<file path="src/include/tpa_pkg.sv">
// Package with constants and types for the trim profile and measurement readout block.
package tpa_pkg;
   // =====================================================================
   // Widths
   // =====================================================================
   localparam int unsigned TPA_CODE_W = 8;
   localparam int unsigned TPA_ADC_W = 10;
   localparam int unsigned TPA_READ_W = 12;
   localparam int unsigned TPA_HIGH_W = 8;
   localparam int unsigned TPA_LOW_W = 4;
   localparam int unsigned TPA_NUM_CH = 8;
   localparam int unsigned TPA_NUM_MON = 12;
   localparam int unsigned TPA_MON_W = 4;
   // =====================================================================
   // Reset values and scaling
   // =====================================================================
   localparam logic [7:0] TPA_BIPOLAR_ZERO = 8'h80;
   localparam logic [1:0] TPA_ATTEN_FACTOR = 2'h3;
   localparam int unsigned TPA_MV_PER_COUNT = 2;
   // =====================================================================
   // Closed-loop update intervals
   // =====================================================================
   localparam int unsigned TPA_CLK_MHZ = 125;
   localparam int unsigned TPA_INT0_NS = 580000;
   localparam int unsigned TPA_INT1_NS = 1150000;
   localparam int unsigned TPA_INT2_NS = 9220000;
   localparam int unsigned TPA_INT3_NS = 18500000;
   localparam int unsigned TPA_INT0_CYC = TPA_INT0_NS * TPA_CLK_MHZ / 1000;
   localparam int unsigned TPA_INT1_CYC = TPA_INT1_NS * TPA_CLK_MHZ / 1000;
   localparam int unsigned TPA_INT2_CYC = TPA_INT2_NS * TPA_CLK_MHZ / 1000;
   localparam int unsigned TPA_INT3_CYC = TPA_INT3_NS * TPA_CLK_MHZ / 1000;
   // =====================================================================
   // Types
   // =====================================================================
   typedef enum logic [1:0] {
      TPA_MODE_STORED = 2'b00,
      TPA_MODE_BUS = 2'b01,
      TPA_MODE_LOOP = 2'b10
   } tpa_mode_t;
   typedef enum logic [1:0] {
      TPA_CMP_EQ = 2'b00,
      TPA_CMP_UP = 2'b01,
      TPA_CMP_DOWN = 2'b10
   } tpa_cmp_t;
endpackage

</file>
<file path="src/hdl/tpa_channel.sv">
// One trim channel: code selection, bus-written code and closed-loop code.
`timescale 1ns/1ps
module tpa_channel #(
   parameter int unsigned CODE_W = 8
) (
   input wire logic clk,
   input wire logic reset,
   input wire logic [1:0] profile,
   input wire logic [1:0] mode,
   input wire logic [4*CODE_W-1:0] stored_codes,
   input wire logic bus_we,
   input wire logic [CODE_W-1:0] bus_wdata,
   input wire logic loop_step,
   input wire logic [1:0] cmp_result,
   input wire logic polarity,
   output logic [CODE_W-1:0] dac_code,
   output logic [CODE_W-1:0] bus_code,
   output logic [CODE_W-1:0] loop_code
);
   logic [CODE_W-1:0] bus_q;
   logic [CODE_W-1:0] loop_q;
   logic [CODE_W-1:0] dac_q;
   logic [CODE_W-1:0] dac_d;
   logic up;

   // =====================================================================
   // Volatile registers
   // =====================================================================
   // Bus-written code, writable at any time, bipolar zero after reset.
   always_ff @(posedge clk or posedge reset) begin
      if (reset) begin
         bus_q <= tpa_pkg::TPA_BIPOLAR_ZERO;
      end else if (bus_we) begin
         bus_q <= bus_wdata;
      end
   end

   // Polarity flips the step direction; saturate so the code never wraps.
   assign up = (cmp_result == tpa_pkg::TPA_CMP_UP) ^ polarity;

   // Closed-loop code steps once per interval; a bus write preloads it unless it falls in a loop_step cycle.
   always_ff @(posedge clk or posedge reset) begin
      if (reset) begin
         loop_q <= tpa_pkg::TPA_BIPOLAR_ZERO;
      end else if (bus_we && !loop_step) begin
         loop_q <= bus_wdata;
      end else if (loop_step && cmp_result != tpa_pkg::TPA_CMP_EQ) begin
         if (up && loop_q != {CODE_W{1'b1}}) begin
            loop_q <= loop_q + 1'b1;
         end else if (!up && loop_q != '0) begin
            loop_q <= loop_q - 1'b1;
         end
      end
   end

   // =====================================================================
   // Profile and mode selection
   // =====================================================================
   // Profile selects stored code 1..3; profile 0 defers to the mode.
   always_comb begin
      dac_d = stored_codes[0 +: CODE_W];
      unique case (profile)
         2'b11: dac_d = stored_codes[3*CODE_W +: CODE_W];
         2'b10: dac_d = stored_codes[2*CODE_W +: CODE_W];
         2'b01: dac_d = stored_codes[1*CODE_W +: CODE_W];
         2'b00: begin
            if (mode == tpa_pkg::TPA_MODE_BUS) begin
               dac_d = bus_q;
            end else if (mode == tpa_pkg::TPA_MODE_LOOP) begin
               dac_d = loop_q;
            end else begin
               dac_d = stored_codes[0 +: CODE_W];
            end
         end
      endcase
   end

   // DAC code is registered, so a new selection shows one cycle later.
   always_ff @(posedge clk or posedge reset) begin
      if (reset) begin
         dac_q <= tpa_pkg::TPA_BIPOLAR_ZERO;
      end else begin
         dac_q <= dac_d;
      end
   end

   assign dac_code = dac_q;
   assign bus_code = bus_q;
   assign loop_code = loop_q;

   AST_PROFILE3: assert property (@(posedge clk) disable iff (reset)
      profile == 2'b11 |=> dac_q == $past(stored_codes[3*CODE_W +: CODE_W]))
      else $error("Profile 3 did not select stored code 3.");
   AST_BUS_WRITE: assert property (@(posedge clk) disable iff (reset)
      bus_we |=> bus_q == $past(bus_wdata))
      else $error("Bus-written code did not store the written value.");
   AST_LOOP_EQ: assert property (@(posedge clk) disable iff (reset)
      loop_step && !bus_we && cmp_result == tpa_pkg::TPA_CMP_EQ |=> $stable(loop_q))
      else $error("Closed-loop code moved on an equal comparison.");
endmodule

</file>
<file path="src/hdl/tpa_top.sv">
// Trim profile selection for eight channels and the monitor readout path.
// Operation
// - Attenuated result is multiplied by three.
// - Readout is 12 bits, 8 high, 4 low.
// - Command routes monitor input, latches result.
// - Selector reaches every monitor input.
// - Eight channels, four profile codes each.
// - One 2-bit profile shared by all.
// - Config bit picks profile 0 or logic.
// - Profiles 3,2,1 use stored codes 3,2,1.
// - Six 8-bit code registers per channel.
// - Profile 0 mode: stored, bus or loop.
// - Stored mode uses stored code 0.
// - Bus code volatile, writable, resets to 80H.
// - One closed-loop enable for all channels.
// - Loop code steps by comparison and polarity.
// - Two-bit rate sets 580 us to 18.5 ms.
// - Loop code resets to 80h, bus preloadable; code drops a bus preload that meets a loop step.
`timescale 1ns/1ps
module tpa_top #(
   parameter int unsigned NUM_CH = tpa_pkg::TPA_NUM_CH,
   parameter int unsigned CODE_W = tpa_pkg::TPA_CODE_W,
   parameter int unsigned INT0_CYC = tpa_pkg::TPA_INT0_CYC,
   parameter int unsigned INT1_CYC = tpa_pkg::TPA_INT1_CYC,
   parameter int unsigned INT2_CYC = tpa_pkg::TPA_INT2_CYC,
   parameter int unsigned INT3_CYC = tpa_pkg::TPA_INT3_CYC
) (
   input wire logic clk,
   input wire logic reset,
   input wire logic [1:0] profile_select,
   input wire logic closed_loop_enable,
   input wire logic profile_from_logic,
   input wire logic [2*NUM_CH-1:0] channel_mode,
   input wire logic [NUM_CH-1:0] channel_polarity,
   input wire logic [4*CODE_W*NUM_CH-1:0] stored_codes,
   input wire logic [1:0] update_rate,
   input wire logic [2*NUM_CH-1:0] loop_compare,
   input wire logic [NUM_CH-1:0] bus_code_we,
   input wire logic [CODE_W-1:0] bus_code_wdata,
   input wire logic measure_req,
   input wire logic [tpa_pkg::TPA_MON_W-1:0] measure_input,
   input wire logic measure_atten,
   input wire logic adc_done,
   input wire logic [tpa_pkg::TPA_ADC_W-1:0] adc_result,
   output logic [CODE_W*NUM_CH-1:0] dac_code,
   output logic [tpa_pkg::TPA_MON_W-1:0] monitor_input,
   output logic adc_start,
   output logic measure_busy,
   output logic [tpa_pkg::TPA_HIGH_W-1:0] readout_high,
   output logic [tpa_pkg::TPA_LOW_W-1:0] readout_low,
   output logic loop_tick
);
   logic [1:0] vps_s1_q;
   logic [1:0] vps_s2_q;
   logic cle_s1_q;
   logic cle_s2_q;
   logic [1:0] profile;
   logic [31:0] tick_cnt_q;
   logic [31:0] tick_lim;
   logic tick_q;
   logic atten_q;
   logic [tpa_pkg::TPA_READ_W-1:0] scaled;
   logic [tpa_pkg::TPA_READ_W-1:0] result_q;

   // =====================================================================
   // Synchronisers for the programmable-logic controls
   // =====================================================================
   // The profile and enable come from a slower logic fabric; two stages each.
   always_ff @(posedge clk or posedge reset) begin
      if (reset) begin
         vps_s1_q <= 2'h0;
         vps_s2_q <= 2'h0;
         cle_s1_q <= 1'b0;
         cle_s2_q <= 1'b0;
      end else begin
         vps_s1_q <= profile_select;
         vps_s2_q <= vps_s1_q;
         cle_s1_q <= closed_loop_enable;
         cle_s2_q <= cle_s1_q;
      end
   end

   // Configuration bit chooses fixed profile 0 or the logic-driven value.
   assign profile = profile_from_logic ? vps_s2_q : 2'b00;

   // =====================================================================
   // Closed-loop update interval
   // =====================================================================
   // Interval in cycles per rate code; counts above 4096 are parameters.
   always_comb begin
      tick_lim = INT0_CYC;
      unique case (update_rate)
         2'b00: tick_lim = INT0_CYC;
         2'b01: tick_lim = INT1_CYC;
         2'b10: tick_lim = INT2_CYC;
         2'b11: tick_lim = INT3_CYC;
      endcase
   end

   // Counter runs only while closed-loop trimming is enabled.
   // Clearing the count on disable makes the first step a full interval after enable.
   always_ff @(posedge clk or posedge reset) begin
      if (reset) begin
         tick_cnt_q <= 32'h0;
         tick_q <= 1'b0;
      end else if (!cle_s2_q) begin
         tick_cnt_q <= 32'h0;
         tick_q <= 1'b0;
      end else if (tick_cnt_q >= tick_lim - 32'h1) begin
         tick_cnt_q <= 32'h0;
         tick_q <= 1'b1;
      end else begin
         tick_cnt_q <= tick_cnt_q + 32'h1;
         tick_q <= 1'b0;
      end
   end
   assign loop_tick = tick_q;

   // =====================================================================
   // Trim channels
   // =====================================================================
   // Each channel holds four stored codes, a bus code and a loop code.
   generate
      for (genvar i = 0; i < NUM_CH; i++) begin : g_ch
         tpa_channel #(
            .CODE_W(CODE_W)
         ) u_ch (
            .clk(clk),
            .reset(reset),
            .profile(profile),
            .mode(channel_mode[2*i +: 2]),
            .stored_codes(stored_codes[4*CODE_W*i +: 4*CODE_W]),
            .bus_we(bus_code_we[i]),
            .bus_wdata(bus_code_wdata),
            .loop_step(tick_q),
            .cmp_result(loop_compare[2*i +: 2]),
            .polarity(channel_polarity[i]),
            .dac_code(dac_code[CODE_W*i +: CODE_W]),
            .bus_code(),
            .loop_code()
         );
      end
   endgenerate

   // =====================================================================
   // Measurement readout
   // =====================================================================
   // A request is taken at any time; a newer one restarts the conversion.
   always_ff @(posedge clk or posedge reset) begin
      if (reset) begin
         monitor_input <= '0;
         atten_q <= 1'b0;
         adc_start <= 1'b0;
         measure_busy <= 1'b0;
      end else begin
         adc_start <= measure_req;
         if (measure_req) begin
            monitor_input <= measure_input;
            atten_q <= measure_atten;
            measure_busy <= 1'b1;
         end else if (adc_done) begin
            measure_busy <= 1'b0;
         end
      end
   end

   // One count is 2 mV either way: attenuated codes are tripled.
   assign scaled = atten_q ? 12'(adc_result) * 12'(tpa_pkg::TPA_ATTEN_FACTOR)
                           : 12'(adc_result);

   // Result is captured once per finished conversion and then held.
   // A done that meets a new request belongs to the abandoned conversion.
   always_ff @(posedge clk or posedge reset) begin
      if (reset) begin
         result_q <= '0;
      end else if (adc_done && measure_busy && !measure_req) begin
         result_q <= scaled;
      end
   end
   assign readout_high = result_q[11:4];
   assign readout_low = result_q[3:0];

   // =====================================================================
   // Readout and selection checks
   // =====================================================================
   // These watch registered values, so each expects its effect one cycle on.
   AST_READ_HOLD: assert property (@(posedge clk) disable iff (reset)
      !adc_done |=> $stable(result_q))
      else $error("Readout changed without a completed conversion.");
   AST_ATTEN_X3: assert property (@(posedge clk) disable iff (reset)
      adc_done && measure_busy && !measure_req && atten_q
      |=> result_q == 12'($past(adc_result)) * 12'h3)
      else $error("Attenuated result was not tripled.");
   AST_PLAIN_RESULT: assert property (@(posedge clk) disable iff (reset)
      adc_done && measure_busy && !measure_req && !atten_q
      |=> result_q == 12'($past(adc_result)))
      else $error("Unattenuated result was not passed through.");
   AST_ROUTE: assert property (@(posedge clk) disable iff (reset)
      measure_req |=> monitor_input == $past(measure_input) && adc_start)
      else $error("Request did not route the monitor input.");
   AST_START_PULSE: assert property (@(posedge clk) disable iff (reset)
      !measure_req |=> !adc_start)
      else $error("Converter start issued without a request.");
   AST_REQ_ANYTIME: assert property (@(posedge clk) disable iff (reset)
      measure_req && measure_busy |=> measure_busy && adc_start)
      else $error("A request during a conversion was not taken.");
   AST_BUSY_CLEAR: assert property (@(posedge clk) disable iff (reset)
      adc_done && measure_busy && !measure_req |=> !measure_busy)
      else $error("Busy stayed high after the result was latched.");
   // Follows the whole path to channel 0, so a broken selector is caught too.
   AST_FIXED_P0: assert property (@(posedge clk) disable iff (reset)
      !profile_from_logic && channel_mode[1:0] == 2'b00
      |=> dac_code[CODE_W-1:0] == $past(stored_codes[CODE_W-1:0]))
      else $error("Fixed profile 0 did not select stored code 0.");
   AST_NO_TICK: assert property (@(posedge clk) disable iff (reset)
      !cle_s2_q |=> !tick_q)
      else $error("Loop step issued while closed loop disabled.");
endmodule

</file>
<file path="config.mk">
export PLATFORM = sky130hd
export DESIGN_NAME = tpa_top
export DESIGN_NICKNAME = d
export VERILOG_FILES = /design/src/include/tpa_pkg.sv /design/src/hdl/tpa_channel.sv /design/src/hdl/tpa_top.sv
export SDC_FILE = /design/constraint.sdc
export NUM_CORES = 1
export LEC_CHECK = 0
export BUFFER_PORTS_ARGS = -buffer_cell sky130_fd_sc_hd__buf_2
export CAP_MARGIN = 5
export CORE_MARGIN = 2
export CORE_UTILIZATION = 45
export CTS_CLUSTER_DIAMETER = 50
export DETAILED_ROUTE_END_ITERATION = 8
export GPL_TIMING_DRIVEN = 1
export PLACE_DENSITY = 0.73
export SYNTH_ARGS = -nofsm -noshare
export SYNTH_HDL_FRONTEND = slang
export SYNTH_SLANG_ARGS = --single-unit
export TNS_END_PERCENT = 5
</file>
<file path="constraint.sdc">
create_clock -name clk -period 11.9 [get_ports clk]
set_input_delay 0.595 -clock clk [delete_from_list [all_inputs] [get_ports clk]]
set_output_delay 0.595 -clock clk [all_outputs]
set_load 0.05 [all_outputs]
</file>
==> results.md <==
* Most frequent cells in the layout: 419 x buf_2, 224 x dfrtp_1, 184 x nand2_1
* Fmax at a little over 300 MHz
* DRT antenna net count at 0
* Endpoint class of the critical path: register
* Reg clk slew, reported paths at roughly 60 ps
* Hold_buf cts at 0
* Area of the multi-input gates at approximately 0.0095 sq mm
* FF/Latch Area at about 0.0063 sq mm
* Share of cells above drive strength 1 at 31.6%
* Layout Skew at 12.8 ps
* Synth cell types at 60
* FF+latch count, synth at 250
* CTS Sinks at 250
* Post-synth EDFFs at 0
* Gp weighted congestion at 0.944
* Critical Path AT at approximately 3700 ps
* Final worst slack at 8680 ps
* Slew margin rel. at 20.5%
* TritonCTS clock tree: done
* Post-detail-place hpwl at 36500 microns
* Antenna violations before repair at 2
* Fraction of registers with async set/reset at 100%
* Total CTS buffers at 36
* Met1 Usage GRT at 34.6%
* Max-cap violation count at 0
* Final Hold Vio Count at 0
* Crit path required time at 12330 ps
* WL/cell at 19.7 microns
* DRT iter0 DRCs at 669
* Post-CTS setup buffers at 0
* Final Util at 56.0%
* Post-synth top flop: dfrtp_1
* Std cell rows at 69
* Vias in the first global route at 14649
* Cell mode on critical path: o21ai_0
* GR Overflow Total at 0
* Final WL at 50500 microns
* Startpoint types: register
* Post-synthesis area per instance at 9.60 sq um
* Mapped cell area at 0.0162 sq mm
* GR peak layer: met2
* Met2 usage at 43.8%
* Filler cell count at 3167
* Power Dens Cells at 182 mW/mm^2
* Routed vias/inst at 5.70
* Synth top area share at 34.8%
* Leak Pwr at between 0.009 and 0.01 uW
* Synthesized instance count at 1691
* Insertion delay to the later sink of the worst-skew pair at a little over 500 ps
* RSZ-0062 raised after global routing: false
* Minimum clock period at approximately 3200 ps
* Core Box Area at roughly 0.036 sq mm
* Synth top area cells: dfrtp_1 35%, mux2_2 9.2%, mux2i_1 7.4%
* Setup violators final at 0
* DRC viols at 0
* Post-DP Area at 0.0187 sq mm
* Least-Margin Pin Slew at 1190 ps
* Starting Density at 45.6%
* Yosys top cell by area: dfrtp_1
* I/O pin cnt at 420
* Clock root cell: clkbuf_16
* Layout Nets at 2500
* Status: finished, final reports clean
* Die X-Extent at 194 microns
* Port Buffers at 419
* Min-Delay Path Class: in -> reg
* Crit path max-delay cell type: o21bai_1
* Die Area at 0.0376 sq mm
* Final instance area at 0.0199 sq mm
* Final worst-path cycle share at 27.1%
* Yosys warns at 0
* TNS Setup at 0 ps
* Place WS at 8580 ps
* Die height at 194 microns
* First-pass GRT wire length at 79200 microns
* P&R area growth vs syn at 22.7%
* Crit Path Max Fanout at 10
* Largest net degree at the start of global routing at about 130
* Tot GR Track Use at 26.4%
* Post_cts resized at 0
* Met3 Usage GRT at ~5.0%
* Crit path buffers/inverters at 1
* Clock Path Buffers at 3
* Overall power at 3630 uW
* Sequential share of the synthesized area at 38.7%
* Max-slew violations at 0
* Worst-path cell chain: nand4_1 > o21bai_1 > ha_1 > o21ai_0 > inv_1 > a2111oi_0 > o31a_1 > o21ai_2 > xor2_1 > o21ai_0
* H-tree depth at 2
* Commonest non-fill, non-tap cell in the layout: buf_2
* Routed via count at 14620
* Cell family with most CP delay: compound AO/OA/AOI/OAI gates
* Initial DRT Pass Iterations at 5
* Critical Path Max Stage Delay at approximately 670 ps
* WS Path Type: reg -> reg
* Peak VDD IR at 0.117 mV
==> synth_stat cells (24+ instances only) <==
cell type	count
o21ai_0	179
nor2_1	105
dfstp_2	24
xnor2_1	49
a21oi_1	71
dfrtp_1	226
nand2_1	184
mux2i_1	120
a22oi_1	48
clkbuf_1	61
xor2_1	36
inv_1	46
nor2b_1	32
ha_1	79
mux2_2	133
a22o_1	38
==> worst register-to-register path: stages (launching register included) <==
cell and delay [ps]:
dfstp_2 560, nand4_1 80, o21bai_1 670, ha_1 410
o21ai_0 180, inv_1 70, a2111oi_0 580, o31a_1 240
o21ai_2 60, xor2_1 160, o21ai_0 140
==> power breakdown <==
group | switching (uW) | internal [uW] | total (uW)
registers | 205 | 1030 | 1240
logic | 738 | 551 | 1290
clock network | 407 | 701 | 1110
total | 1350 | 2280 | 3630
==> final cells by class <==
cell class                 instances  area share [%]
inverter                          46           0.905
clock buffer                      45            4.95
sequential                       250            31.6
clock inverter                    19            1.28
tap                              461            2.90
antenna                            2          0.0251
timing repair buffer             428            10.9
multi-input combinational       1313            47.5
==> stage by stage <==
stage,std cells,hold slack (ps)
2_1_floorplan,1699,331
3_3_place_gp,2498,334
3_5_place_dp,2498,335
4_1_cts,2562,161
5_1_grt,2564,172
6_report,2564,185
==> state kept, by name, indices dropped and copies added, names as in the netlist, 2 cells and up <==
register             cells
g_ch.u_ch.loop_code     64
result_q                12
vps_s1_q                 2
vps_s2_q                 2
monitor_input            4
g_ch.u_ch.dac_code      64
g_ch.u_ch.bus_code      64
tick_cnt_q              32
==> layer usage <==
layer,up-vias,part of all wire [%]
li1,6891,-
met1,7104,42
met2,524,47
met3,101,7.0
met4,0,3.1
met5,-,0
==> cells by family after synthesis <==
| group | count (synthesis) | share of synthesized area (%) |
|---|---|---|
| AOI/OAI and AO/OA | 453 | 17.8 |
| xor gates and xnor gates | 85 | 4.59 |
| adders and majority gates | 88 | 7.20 |
| buffers and inverters | 136 | 3.29 |
| DFF | 250 | 38.7 |
| muxes | 253 | 16.6 |
| other | 1 | 0.0231 |
| and+or+nand+nor | 425 | 11.7 |
==> worst paths after layout <==
path | depth (start not counted) | endpoint | slack [ps] | startpoint
max | 10 | g_ch[0].u_ch.loop_code[7]$_DFFE_PP1P_ | 8680 | g_ch[0].u_ch.loop_code[7]$_DFFE_PP1P_
min | 1 | cle_s1_q$_DFF_PP0_ | 180 | closed_loop_enable
max reg2reg | 10 | g_ch[0].u_ch.loop_code[7]$_DFFE_PP1P_ | 8680 | g_ch[0].u_ch.loop_code[7]$_DFFE_PP1P_
min reg2reg | 0 | cle_s2_q$_DFF_PP0_ | 350 | cle_s1_q$_DFF_PP0_
max in group asynchronous | 4 | g_ch[4].u_ch.loop_code[5]$_DFFE_PP0P_ | 9520 | reset
min in group asynchronous | 2 | g_ch[5].u_ch.dac_code[4]$_DFF_PP0_ | 210 | reset
(Power assumes the default switching activity.)
